--- src/sleep_wakeup_pkg.sv ---
// Constants for the sleep / wake-up sequencer and its two IO ports.
// Assumes a 50 MHz system clock and an Avalon-MM register slave.
package sleep_wakeup_pkg;
  // Register word addresses (byte address = 4 * index)
  localparam logic [3:0] ADDR_PA_DATA = 4'h0;
  localparam logic [3:0] ADDR_PA_DIR = 4'h1;
  localparam logic [3:0] ADDR_PA_PULLUP = 4'h2;
  localparam logic [3:0] ADDR_PA_PULLDN = 4'h3;
  localparam logic [3:0] ADDR_PA_DIGEN = 4'h4;
  localparam logic [3:0] ADDR_PB_DATA = 4'h5;
  localparam logic [3:0] ADDR_PB_DIR = 4'h6;
  localparam logic [3:0] ADDR_PB_PULLUP = 4'h7;
  localparam logic [3:0] ADDR_PB_PULLDN = 4'h8;
  localparam logic [3:0] ADDR_PB_DIGEN = 4'h9;
  localparam logic [3:0] ADDR_AUX_CTRL = 4'hA;
  localparam logic [3:0] ADDR_SLEEP_CMD = 4'hB;
  localparam logic [3:0] ADDR_STATUS = 4'hC;
  // Field positions
  localparam int FAST_WAKE_BIT = 5;
  localparam int CMD_DEEP_BIT = 0;
  localparam int CMD_LIGHT_BIT = 1;
  // Reset values
  localparam logic [7:0] PORT_RESET = 8'h00;
  localparam logic [7:0] AUX_RESET = 8'h00;
  // Open-drain pin on port A
  localparam int OPEN_DRAIN_BIT = 5;
  // Wake-up delays in slow oscillator periods
  localparam logic [11:0] WAKE_NORMAL_CNT = 12'd3000;
  localparam logic [11:0] WAKE_FAST_CNT = 12'd45;
  // Restart address after reset
  localparam logic [15:0] RESTART_ADDR = 16'h0000;

  typedef enum logic [3:0] {
    ST_RUN = 4'b0001,
    ST_LIGHT = 4'b0010,
    ST_DEEP = 4'b0100,
    ST_WAKE = 4'b1000
  } sleep_state_e;
endpackage : sleep_wakeup_pkg

--- src/sleep_wakeup_io_port_ctrl.sv ---
// Sleep / wake-up sequencer with two 8-bit GPIO ports and wake-up timer.
// Assumes a free-running slow oscillator tick input sampled on clk_i.
`timescale 1ns/10ps

module sleep_wakeup_io_port_ctrl #(
  parameter logic [1:0] LVR_LEVEL = 2'h0,
  parameter logic FAST_BOOT = 1'b0
) (
  input wire logic clk_i,
  input wire logic rst_n_i,
  input wire logic [3:0] avs_address_i,
  input wire logic avs_read_i,
  input wire logic avs_write_i,
  input wire logic [31:0] avs_writedata_i,
  input wire logic [3:0] avs_byteenable_i,
  output logic [31:0] avs_readdata_o,
  output logic avs_waitrequest_o,
  input wire logic slow_osc_tick_i,
  input wire logic timer_wake_i,
  input wire logic comparator_wake_i,
  input wire logic [7:0] port_a_pad_i,
  input wire logic [7:0] port_b_pad_i,
  output logic [7:0] port_a_out_o,
  output logic [7:0] port_a_oe_o,
  output logic [7:0] port_a_pullup_o,
  output logic [7:0] port_a_pulldn_o,
  output logic [7:0] port_b_out_o,
  output logic [7:0] port_b_oe_o,
  output logic [7:0] port_b_pullup_o,
  output logic [7:0] port_b_pulldn_o,
  output logic fast_osc_en_o,
  output logic slow_osc_en_o,
  output logic ext_osc_en_o,
  output logic prog_mem_en_o,
  output logic cpu_clk_en_o,
  output logic [15:0] restart_addr_o,
  output logic [1:0] lvr_level_o
);

  typedef struct packed {
    sleep_wakeup_pkg::sleep_state_e state;
    logic [7:0] pa_data, pa_dir, pa_pu, pa_pd, pa_dien;
    logic [7:0] pb_data, pb_dir, pb_pu, pb_pd, pb_dien;
    logic [7:0] aux;
    logic [7:0] pa_s1, pa_s2, pa_s3;
    logic [7:0] pb_s1, pb_s2, pb_s3;
    logic [2:0] tick_s;
    logic [7:0] pa_flt, pb_flt; // Accepted pad levels after the agreement filter
    logic tick_flt; // Accepted slow oscillator level
    logic [11:0] wake_cnt;
    logic [11:0] wake_lim;
    logic ack;
    logic [31:0] rdata;
  } state_s;

  state_s q, d;
  logic [7:0] pa_pad, pb_pad, pa_chg, pb_chg;
  logic pin_wake, tick_rise, rd_hit;

  // Filter step: a bit takes the third stage's level once stages two and three agree
  function automatic logic [7:0] agree_take(input logic [7:0] s2, input logic [7:0] s3,
                                            input logic [7:0] old);
    agree_take = (s3 & ~(s2 ^ s3)) | (old & (s2 ^ s3));
  endfunction : agree_take

  // One-cycle pulse where an agreed level differs from the accepted one; a glitch
  // shorter than two samples never shows in stages two and three together
  function automatic logic [7:0] agree_change(input logic [7:0] s2, input logic [7:0] s3,
                                              input logic [7:0] flt);
    agree_change = ~(s2 ^ s3) & (s3 ^ flt);
  endfunction : agree_change

  // Pad view after filter; a change counts once stages two and three agree
  assign pa_pad = q.pa_flt;
  assign pb_pad = q.pb_flt;
  assign pa_chg = agree_change(q.pa_s2, q.pa_s3, q.pa_flt) & q.pa_dien & ~q.pa_dir;
  assign pb_chg = agree_change(q.pb_s2, q.pb_s3, q.pb_flt) & q.pb_dien & ~q.pb_dir;
  assign pin_wake = |{pa_chg, pb_chg};
  // Slow tick edge, taken on the same agreement rule
  assign tick_rise = q.tick_s[1] & q.tick_s[2] & ~q.tick_flt;

  // Mixed read value: pad for inputs, register for outputs
  function automatic logic [7:0] port_read(input logic [7:0] dat, input logic [7:0] dir,
                                           input logic [7:0] pad);
    port_read = (dat & dir) | (pad & ~dir);
  endfunction : port_read

  // Next state: bus slave, sleep sequencer and wake timer
  always_comb begin
    d = q;
    d.pa_s1 = port_a_pad_i;
    d.pa_s2 = q.pa_s1;
    d.pa_s3 = q.pa_s2;
    d.pb_s1 = port_b_pad_i;
    d.pb_s2 = q.pb_s1;
    d.pb_s3 = q.pb_s2;
    d.tick_s = {q.tick_s[1:0], slow_osc_tick_i};
    // Accepted levels move only where stages two and three agree
    d.pa_flt = agree_take(q.pa_s2, q.pa_s3, q.pa_flt);
    d.pb_flt = agree_take(q.pb_s2, q.pb_s3, q.pb_flt);
    d.tick_flt = (q.tick_s[1] == q.tick_s[2]) ? q.tick_s[2] : q.tick_flt;
    rd_hit = avs_read_i & ~q.ack;
    // One wait cycle per access keeps read data registered
    d.ack = (avs_read_i | avs_write_i) & ~q.ack;
    if (rd_hit) begin
      unique case (avs_address_i)
        sleep_wakeup_pkg::ADDR_PA_DATA: d.rdata = {24'h0, port_read(q.pa_data, q.pa_dir, pa_pad)};
        sleep_wakeup_pkg::ADDR_PA_DIR: d.rdata = {24'h0, q.pa_dir};
        sleep_wakeup_pkg::ADDR_PA_PULLUP: d.rdata = {24'h0, q.pa_pu};
        sleep_wakeup_pkg::ADDR_PA_PULLDN: d.rdata = {24'h0, q.pa_pd};
        sleep_wakeup_pkg::ADDR_PA_DIGEN: d.rdata = {24'h0, q.pa_dien};
        sleep_wakeup_pkg::ADDR_PB_DATA: d.rdata = {24'h0, port_read(q.pb_data, q.pb_dir, pb_pad)};
        sleep_wakeup_pkg::ADDR_PB_DIR: d.rdata = {24'h0, q.pb_dir};
        sleep_wakeup_pkg::ADDR_PB_PULLUP: d.rdata = {24'h0, q.pb_pu};
        sleep_wakeup_pkg::ADDR_PB_PULLDN: d.rdata = {24'h0, q.pb_pd};
        sleep_wakeup_pkg::ADDR_PB_DIGEN: d.rdata = {24'h0, q.pb_dien};
        sleep_wakeup_pkg::ADDR_AUX_CTRL: d.rdata = {24'h0, q.aux};
        sleep_wakeup_pkg::ADDR_STATUS: d.rdata = {28'h0, q.state};
        default: d.rdata = 32'h0; // Unmapped and command reads give zero
      endcase
    end
    // Writes land only on the acknowledging cycle
    if (avs_write_i & q.ack & avs_byteenable_i[0]) begin
      unique case (avs_address_i)
        sleep_wakeup_pkg::ADDR_PA_DATA: d.pa_data = avs_writedata_i[7:0];
        sleep_wakeup_pkg::ADDR_PA_DIR: d.pa_dir = avs_writedata_i[7:0];
        sleep_wakeup_pkg::ADDR_PA_PULLUP: d.pa_pu = avs_writedata_i[7:0];
        sleep_wakeup_pkg::ADDR_PA_PULLDN: d.pa_pd = avs_writedata_i[7:0];
        sleep_wakeup_pkg::ADDR_PA_DIGEN: d.pa_dien = avs_writedata_i[7:0];
        sleep_wakeup_pkg::ADDR_PB_DATA: d.pb_data = avs_writedata_i[7:0];
        sleep_wakeup_pkg::ADDR_PB_DIR: d.pb_dir = avs_writedata_i[7:0];
        sleep_wakeup_pkg::ADDR_PB_PULLUP: d.pb_pu = avs_writedata_i[7:0];
        sleep_wakeup_pkg::ADDR_PB_PULLDN: d.pb_pd = avs_writedata_i[7:0];
        sleep_wakeup_pkg::ADDR_PB_DIGEN: d.pb_dien = avs_writedata_i[7:0];
        sleep_wakeup_pkg::ADDR_AUX_CTRL: d.aux = avs_writedata_i[7:0];
        sleep_wakeup_pkg::ADDR_SLEEP_CMD: begin
          if (q.state == sleep_wakeup_pkg::ST_RUN) begin
            if (avs_writedata_i[sleep_wakeup_pkg::CMD_DEEP_BIT]) begin
              d.state = sleep_wakeup_pkg::ST_DEEP;
            end else if (avs_writedata_i[sleep_wakeup_pkg::CMD_LIGHT_BIT]) begin
              d.state = sleep_wakeup_pkg::ST_LIGHT;
            end
          end
        end
        default: ;
      endcase
    end
    // Sleep sequencer; registers untouched, CPU just resumes
    unique case (q.state)
      sleep_wakeup_pkg::ST_RUN: ;
      sleep_wakeup_pkg::ST_LIGHT: begin
        if (pin_wake | timer_wake_i | comparator_wake_i) begin
          d.state = sleep_wakeup_pkg::ST_WAKE;
        end
      end
      sleep_wakeup_pkg::ST_DEEP: begin
        if (pin_wake) begin
          d.state = sleep_wakeup_pkg::ST_WAKE;
        end
      end
      sleep_wakeup_pkg::ST_WAKE: begin
        if (tick_rise) begin
          d.wake_cnt = q.wake_cnt + 12'd1;
        end
        if (q.wake_cnt >= q.wake_lim) begin
          d.state = sleep_wakeup_pkg::ST_RUN;
        end
      end
      default: d.state = sleep_wakeup_pkg::ST_RUN;
    endcase
    // Latch delay choice at the wake event
    if (q.state != sleep_wakeup_pkg::ST_WAKE) begin
      d.wake_cnt = 12'd0;
      d.wake_lim = (FAST_BOOT | q.aux[sleep_wakeup_pkg::FAST_WAKE_BIT]) ?
                   sleep_wakeup_pkg::WAKE_FAST_CNT : sleep_wakeup_pkg::WAKE_NORMAL_CNT;
    end
  end

  always_ff @(posedge clk_i or negedge rst_n_i) begin
    if (!rst_n_i) begin
      q <= '{state: sleep_wakeup_pkg::ST_RUN, aux: sleep_wakeup_pkg::AUX_RESET,
             wake_lim: sleep_wakeup_pkg::WAKE_NORMAL_CNT, default: '0};
    end else begin
      q <= d;
    end
  end

  assign avs_waitrequest_o = (avs_read_i | avs_write_i) & ~q.ack;
  assign avs_readdata_o = q.rdata;

  assign port_a_out_o = q.pa_data;
  assign port_b_out_o = q.pb_data;
  assign port_a_oe_o = q.pa_dir & ~(q.pa_data & (8'h01 << sleep_wakeup_pkg::OPEN_DRAIN_BIT));
  assign port_b_oe_o = q.pb_dir;
  assign port_a_pullup_o = q.pa_pu & ~q.pa_dir;
  assign port_a_pulldn_o = q.pa_pd & ~q.pa_dir;
  assign port_b_pullup_o = q.pb_pu & ~q.pb_dir;
  assign port_b_pulldn_o = q.pb_pd & ~q.pb_dir;

  assign fast_osc_en_o = q.state != sleep_wakeup_pkg::ST_DEEP;
  assign ext_osc_en_o = q.state != sleep_wakeup_pkg::ST_DEEP;
  assign slow_osc_en_o = q.state != sleep_wakeup_pkg::ST_DEEP;
  assign prog_mem_en_o = q.state == sleep_wakeup_pkg::ST_RUN;
  assign cpu_clk_en_o = q.state == sleep_wakeup_pkg::ST_RUN;
  // restart vector; memory is never cleared here
  assign restart_addr_o = sleep_wakeup_pkg::RESTART_ADDR;
  assign lvr_level_o = LVR_LEVEL;

  // timer alone does not wake deep sleep
  AST_DEEP_NO_TIMER: assert property (@(posedge clk_i) disable iff (!rst_n_i)
    (q.state == sleep_wakeup_pkg::ST_DEEP) && !pin_wake |=> q.state == sleep_wakeup_pkg::ST_DEEP)
    else $error("deep sleep left without pin event");
  AST_LIGHT_TIMER_WAKE: assert property (@(posedge clk_i) disable iff (!rst_n_i)
    (q.state == sleep_wakeup_pkg::ST_LIGHT) && timer_wake_i |=> q.state == sleep_wakeup_pkg::ST_WAKE)
    else $error("light sleep ignored timer wake");
  AST_DEEP_OSC_OFF: assert property (@(posedge clk_i) disable iff (!rst_n_i)
    (q.state == sleep_wakeup_pkg::ST_DEEP) |-> !fast_osc_en_o && !slow_osc_en_o && !prog_mem_en_o)
    else $error("oscillators running in deep sleep");
  AST_LIGHT_OSC_ON: assert property (@(posedge clk_i) disable iff (!rst_n_i)
    (q.state == sleep_wakeup_pkg::ST_LIGHT) |-> fast_osc_en_o && slow_osc_en_o && !cpu_clk_en_o)
    else $error("light sleep gating wrong");
  AST_WAKE_LIMIT: assert property (@(posedge clk_i) disable iff (!rst_n_i)
    $rose(q.state == sleep_wakeup_pkg::ST_WAKE) && $past(q.aux[5]) |->
      q.wake_lim == sleep_wakeup_pkg::WAKE_FAST_CNT)
    else $error("fast wake not selected");
  AST_WAKE_END: assert property (@(posedge clk_i) disable iff (!rst_n_i)
    (q.state == sleep_wakeup_pkg::ST_WAKE) && (q.wake_cnt >= q.wake_lim) |=>
      q.state == sleep_wakeup_pkg::ST_RUN)
    else $error("wake timer did not release cpu");
  AST_PULL_OFF_OUT: assert property (@(posedge clk_i) disable iff (!rst_n_i)
    ((port_a_pullup_o | port_a_pulldn_o) & q.pa_dir) == 8'h00)
    else $error("pull active on output pin");
  AST_OPEN_DRAIN: assert property (@(posedge clk_i) disable iff (!rst_n_i)
    !(port_a_oe_o[5] && port_a_out_o[5]))
    else $error("open drain pin driven high");
  AST_READ_SRC: assert property (@(posedge clk_i) disable iff (!rst_n_i)
    avs_read_i && !q.ack && avs_address_i == sleep_wakeup_pkg::ADDR_PA_DATA |=>
      (q.rdata[7:0] & $past(q.pa_dir)) == ($past(q.pa_data) & $past(q.pa_dir)))
    else $error("output pin read not from register");

  AST_LIGHT_CMP_WAKE: assert property (@(posedge clk_i) disable iff (!rst_n_i)
    (q.state == sleep_wakeup_pkg::ST_LIGHT) && comparator_wake_i |=>
      q.state == sleep_wakeup_pkg::ST_WAKE)
    else $error("light sleep ignored comparator wake");
  AST_DEEP_PIN_WAKE: assert property (@(posedge clk_i) disable iff (!rst_n_i)
    (q.state == sleep_wakeup_pkg::ST_DEEP) && pin_wake |=>
      q.state == sleep_wakeup_pkg::ST_WAKE)
    else $error("deep sleep ignored pin wake");
  // delay choice, no early release, plain resume
  AST_WAKE_NORMAL: assert property (@(posedge clk_i) disable iff (!rst_n_i)
    $rose(q.state == sleep_wakeup_pkg::ST_WAKE) && !$past(q.aux[5]) && !FAST_BOOT |->
      q.wake_lim == sleep_wakeup_pkg::WAKE_NORMAL_CNT)
    else $error("normal wake delay not selected");
  AST_WAKE_EARLY: assert property (@(posedge clk_i) disable iff (!rst_n_i)
    (q.state == sleep_wakeup_pkg::ST_WAKE) && (q.wake_cnt < q.wake_lim) |=>
      q.state == sleep_wakeup_pkg::ST_WAKE)
    else $error("cpu released before wake delay");
  AST_RESUME_RUN: assert property (@(posedge clk_i) disable iff (!rst_n_i)
    $fell(q.state == sleep_wakeup_pkg::ST_WAKE) |->
      (q.state == sleep_wakeup_pkg::ST_RUN) && cpu_clk_en_o && prog_mem_en_o)
    else $error("wake did not resume execution");
  AST_OD_DRIVES_LOW: assert property (@(posedge clk_i) disable iff (!rst_n_i)
    q.pa_dir[5] && !q.pa_data[5] |-> port_a_oe_o[5] && !port_a_out_o[5])
    else $error("open drain pin not driving low");
  AST_PULL_BY_LEVEL: assert property (@(posedge clk_i) disable iff (!rst_n_i)
    ((port_b_pullup_o & port_b_oe_o & ~port_b_out_o) |
     (port_b_pulldn_o & port_b_oe_o & port_b_out_o)) == 8'h00)
    else $error("pull fights driven level");

endmodule : sleep_wakeup_io_port_ctrl

--- config.mk ---
export PLATFORM = sky130hd
export DESIGN_NAME = sleep_wakeup_io_port_ctrl
export DESIGN_NICKNAME = d
export VERILOG_FILES = /design/src/sleep_wakeup_pkg.sv /design/src/sleep_wakeup_io_port_ctrl.sv
export SDC_FILE = /design/constraint.sdc
export NUM_CORES = 1
export LEC_CHECK = 0
export BUFFER_PORTS_ARGS = -buffer_cell sky130_fd_sc_hd__buf_4
export CORE_UTILIZATION = 35
export DETAILED_ROUTE_END_ITERATION = 8
export PLACE_DENSITY_LB_ADDON = 0.12
export SLEW_MARGIN = 10
export SYNTH_ARGS = -nofsm -noshare
export SYNTH_HDL_FRONTEND = slang
export SYNTH_SLANG_ARGS = --single-unit
--- constraint.sdc ---
create_clock -name clk_i -period 2.5 [get_ports clk_i]
set_input_delay 0.375 -clock clk_i [delete_from_list [all_inputs] [get_ports clk_i]]
set_output_delay 0.375 -clock clk_i [all_outputs]
set_load 0.01 [all_outputs]
==> metrics.txt, run 1 <==
dominant synthesized flop cell=dfrtp_1; R2R Setup Slk=0.40 ns; clock root cell=clkbuf_16; number of stages on the worst setup path=4; Antenna Violating Nets Remaining=0; Overflow after GRT=0; Final TNS setup=0 ns; initial antenna violation count=1; DR iter-0 viols=364; Cells after Synth=769; worst-path cell chain=nand2b_1 > nor3_1 > inv_1 > buf_4; clock-pin slew on the worst setup and hold paths=0.08 ns; Total Die Area=roughly 26000 sq um; reg2reg end=q[216]; crit-path max FO=8; total CTS buffers=17; Die Width=162 microns; area of the core=25200 sq um; CTS tree=done; DRC viols=0; Layout Skew=0.00966 ns; Tot Pwr=7.73 mW; Post-Route WL=24600 microns; Final WS setup=0.366 ns; dpl ws=0.408 ns; IO Pins=183; Placement Rows=between 50 and 60; Clk Latency, worst-skew pair=0.44 ns; Crit path required time=2.12 ns; final setup fails=0; pwr/cell area=around 730 nW/um^2; share of cells above drive strength 1=0.342; FMAX=469 MHz; synth cell count leaders=dfrtp_1, mux2_2, buf_4; largest cells by area after synthesis=dfrtp_1, mux2_2, buf_4, nor2b_1, a21oi_1; run status=completed; largest net degree at the start of global routing=48; GRT Total Usage=0.195; drt via density=5.08; Mapped Area=8980 sq um; IO buf count=113; Yosys top cell area share=0.504; final hold violations=0; #FFs+latches synth=183; max-capacitance violation count=0; YS warnings=0; crit path buf inv count=2; Slew @ Worst Pin=just over 0.6 ns; Pre-antenna DRT Iters=5; count of cell types in the netlist=73; Die Y=162 microns; number of global-route vias before repair=about 6300; dpl hpwl=17800 microns; Relative slew margins=0.588; CTS H-tree depth=4; Worst Reg-to-Reg Cells=7; slowest cell delay on critical path=~0.5 ns; routed len/inst=20.3 microns; CP max-delay cell=dfrtp_1; Synth area leader=dfrtp_1; Hold Path Cell Cnt=1; Fill cells=~2400; fin crit period=~2.1 ns; CP Class=reg2out; WHS=0.0383 ns; Starting Density=0.357; fin nets=942; hold path startpoint=port_b_pad_i[4]; EDFF count, synth=0; crit path DAT=approximately 1.8 ns; Worst setup EP type=primary output; FFs w/ async S/R, synth=1.00; IR drop worst, VDD=0.381 mV; crit path launch type=flop; Final period util=0.854; CTS sink count=183; final core occ=0.421; routed via count=about 6200; Mean Syn Cell Area=11.7 sq um; clock tree buffer depth=2; unrepaired setup endpoints after global routing=false; Hold Crit Endpoint=d[89]; Top Family by Delay on Critical Path=simple AND/OR/NAND/NOR gates; LEAKAGE=4.97 nW; Slew Viols, Final=0; HP Class=in2reg; most numerous cell in the Yosys netlist=dfrtp_1; CTS resizes=0; post-synthesis sequential area ratio=0.510; area grow syn2layout=17.9%; RePlAce Congestion=0.834; global-route wire length before repair=38200 microns
-- power breakdown --
| part | switching, mW | internal, mW |
|---|---|---|
| Combinational | 0.631 | 0.681 |
| Sequential | 0.324 | 3.27 |
| Clock | 1.30 | 1.52 |
| Total | 2.25 | 5.47 |
-- sequential cells by signal, indices dropped and copies added (netlist names), named ones only --
register        flops
port_b_out_o        8
q                 101
port_a_out_o        8
port_b_oe_o         8
avs_readdata_o      8
d                  34
-- cell type report --
cell class                 instances  area [sq um]  share of cell area
sequential                       183          4580               0.433
multi-input combinational        502          3740               0.353
timing repair buffer             154          1190               0.112
clock buffer                      17           425              0.0402
tap                              330           413              0.0390
clock inverter                    15           189              0.0178
inverter                          12          46.3             0.00437
antenna                            1          2.50            0.000236
-- layout by cell type, fill, tap and decap left out, drive strengths merged, types with 5 or more instances in the layout --
| cell type | count |
|---|---|
| a31oi | 6 |
| o22ai | 6 |
| nand2 | 34 |
| or3b | 10 |
| conb | 42 |
| a21oi | 32 |
| xor2 | 6 |
| nand3 | 10 |
| inv | 18 |
| maj3 | 12 |
| dfrtp | 181 |
| nand4 | 5 |
| nor3 | 8 |
| buf | 152 |
| mux2 | 95 |
| clkinv | 5 |
| mux2i | 14 |
| ha | 9 |
| nand3b | 10 |
| and3 | 7 |
| nor2b | 42 |
| nand2b | 16 |
| a211oi | 5 |
| clkbuf | 18 |
| o21ai | 21 |
| a22o | 7 |
| and2b | 5 |
| a22oi | 6 |
| nor2 | 28 |
| a32oi | 6 |
-- kinds of logic (layout without fill, tap and decap cells) --
family	count (synthesis)	count (layout)	share of synthesized area
compound gates	127	127	0.102
xor+xnor	9	9	0.00877
fa+ha+maj	21	21	0.0259
buf+inv	125	198	0.0908
flops	183	183	0.510
mux	109	109	0.135
other cells	1	43	0.000417
simple gates	194	194	0.128
-- metrics by stage --
step	std cells	instance area, sq um
after detailed placement	1180	9960
after CTS	1213	10600
after global placement	1180	9960
after floorplan	810	9140
after global routing	1214	10600
final	1214	10600
-- layer usage --
layer / track usage / vias to the layer above / routed length [microns]
li1: - / 2839 / -
met1: 0.273 / 3092 / 11400
met2: 0.300 / 204 / 11400
met3: 0.0393 / 33 / 1240
met4: 0.0699 / 0 / 563
met5: 0 / - / 0
-- repair_timing --
| action | in CTS | in global routing |
|---|---|---|
| endpoints found under the hold margin | 40 | 0 |
| hold buffers | 1 | 0 |
| buffers inserted | 0 | 0 |
-- worst max-delay path by stage --
| stage | endpoint | slack, ns | start |
|---|---|---|---|
| after floorplan | q[213] | 0.63 | q[42] |
| after global placement | q[216] | 0.43 | port_b_oe_o[5] |
| after detailed placement | q[216] | 0.41 | port_b_oe_o[5] |
| after CTS | fast_osc_en_o | 0.34 | q[214] |
| after global routing | q[213] | 0.16 | q[42] |
| final | fast_osc_en_o | 0.37 | q[214] |
Note: power is estimated with default switching activity, not from simulation.
==> inputs of run 2 (changes only) <==
==> constraint.sdc (replaced) <==
create_clock -name clk_i -period 2.3 [get_ports clk_i]
set_input_delay 0.345 -clock clk_i [delete_from_list [all_inputs] [get_ports clk_i]]
set_output_delay 0.345 -clock clk_i [all_outputs]
set_load 0.01 [all_outputs]
==> metrics.txt, run 2 (synthesized netlist as in run 1, its figures left out) <==
routed via count=6286 (+1.9%); Post-Route WL=24800 microns (+0.62%); highest metal used=met4; fin crit period=between 2 and 2.5 ns; total CTS buffers=17 (unchanged); Overflow after GRT=0 (unchanged); global-route wire length before repair=38400 microns (+0.52%); WHS=0.0208 ns (-0.0175 ns); Antenna Violating Nets Remaining=0 (unchanged); GRT Total Usage=0.196 (+0.00110); FMAX=475 MHz; clock root cell=clkbuf_16; WL met1=11300 microns (-0.68%); Total Die Area=26300 sq um (unchanged); Relative slew margins=0.535 (-0.0532); area of the core=25200 sq um (unchanged); Top Family by Delay on Critical Path=compound AO/OA/AOI/OAI gates; RePlAce Congestion=0.817 (-2.0%); Final period util=0.914; initial antenna violation count=0 (-1); final core occ=0.422 (+0.00124); DR iter-0 viols=464 (+27%); Top reg by flops=q; final setup fails=0 (unchanged); Antenna Cells=0 (-1); clock tree buffer depth=2 (unchanged); run status=completed; largest net degree at the start of global routing=67 (+40%); Slew @ Worst Pin=0.696 ns (+0.0796 ns); Clk Latency, worst-skew pair=0.43 ns (about the same); crit-path max FO=4 (-4); Crit path required time=2.60 ns (+0.48 ns); Die Width=162 microns (unchanged); final hold violations=0 (unchanged); max-capacitance violation count=0 (unchanged); slowest cell delay on critical path=0.50 ns (about the same); CTS sink count=183 (unchanged); IO buf count=113 (unchanged); leading cell types in the layout, fill and taps excluded=dfrtp_1, buf_4, mux2_2, nor2b_1, conb_1; area grow syn2layout=18.2%; met2 WL post-DR=11600 microns (+1.6%); dpl hpwl=17800 microns (about the same); crit path buf inv count=1 (-1); CTS H-tree depth=4 (unchanged); DRC viols=0 (unchanged); Starting Density=0.357 (unchanged); Slew Viols, Final=0 (unchanged); number of global-route vias before repair=6390 (+1.1%); Placement Rows=58 (unchanged); LEAKAGE=4.98 nW (+0.25%); routed wl met3=1310 microns (+5.1%); IO Pins=183 (unchanged); Tot Pwr=8.07 mW (+4.5%); unrepaired setup endpoints after global routing=false; worst-path cell chain=and3b_1 > o211a_1 > a2111oi_1 > buf_4 > nand4_1 > nor3_1 > o41ai_1; routed len/inst=20.3 microns (-0.12%); crit path launch type=flop; most common cell after layout, fill and taps aside=dfrtp_1; clock-pin slew on the worst setup and hold paths=0.07 ns (about the same); Pre-antenna DRT Iters=6 (+1); crit path DAT=2.40 ns (+0.64 ns); Die Y=162 microns (unchanged); max reg flops=101 (unchanged); Final TNS setup=0 ns (unchanged); Layout Skew=0.0136 ns (+0.00394 ns); fin nets=953 (+1.2%); IR drop worst, VDD=0.440 mV (+15%); HP Class=in2reg; CP Class=reg2reg; drt via density=5.14 (+1.2%); Worst setup EP type=flop; Post-Place Cells=1185 (+0.42%); pwr/cell area=760 nW/um^2 (+4.1%); final non-filler cell total=1223 (+0.74%); share of cells above drive strength 1=0.342 (-0.000471); CP max-delay cell=a2111oi_1; CTS tree=done
[run 2: cell count changes in the layout (fill, tap and decap cells not counted), moves of 2 or more]
cell           change
dlygate4sd3_1      +6
clkbuf_1           +2
clkbuf_8           +2
buf_4              +4
clkinv_2           +3
bufinv_16          -2
inv_8              -4
[run 2: path summary, 6_finish.rpt]
kind / to / slack [ns] / startpoint / cells after the start
min: d[89] / 0.02 / port_b_pad_i[4] / 1
max reg2reg: q[216] / 0.20 / flop / 7
min in group asynchronous: q[49] / 0.48 / rst_n_i / 2
max: q[216] / 0.20 / flop / 7
max in group asynchronous: q[198] / 1.03 / rst_n_i / 3
min reg2reg: d[82] / 0.35 / d[90] / 0
[run 2: area by class of cell]
type                       count  area (sq um)
fill                        2363         14600
tap                          330           413
timing repair buffer         165          1300
multi-input combinational    502          3750
sequential                   183          4580
clock inverter                10          72.6
clock buffer                  21           460
inverter                      12          46.3
[run 2: power by group]
| group | internal (mW) | switching, mW |
|---|---|---|
| Clock | 1.44 | 1.29 |
| Combinational | 0.750 | 0.691 |
| Sequential | 3.55 | 0.347 |
| Total | 5.74 | 2.33 |
[run 2: through the flow]
stage / instance area, sq um / setup WS, ns
floorplan: 9140 / 0.430
global placement: 10000 / 0.157
detailed placement: 10000 / 0.145
CTS: 10600 / 0.116
global route: 10600 / 0.0181
finish: 10600 / 0.197
[run 2: what timing repair did]
item,CTS,global route
hold endpoints to repair,63,3
resized for setup,0,1
setup endpoints to repair,0,3
setup buffers,0,0
hold buffers,4,3
[run 2: metal layers]
metal  GRT usage  up-vias
met5           0        -
met2       0.312      217
met4      0.0639        0
met3      0.0396       37
met1       0.268     3187
li1            -     2845
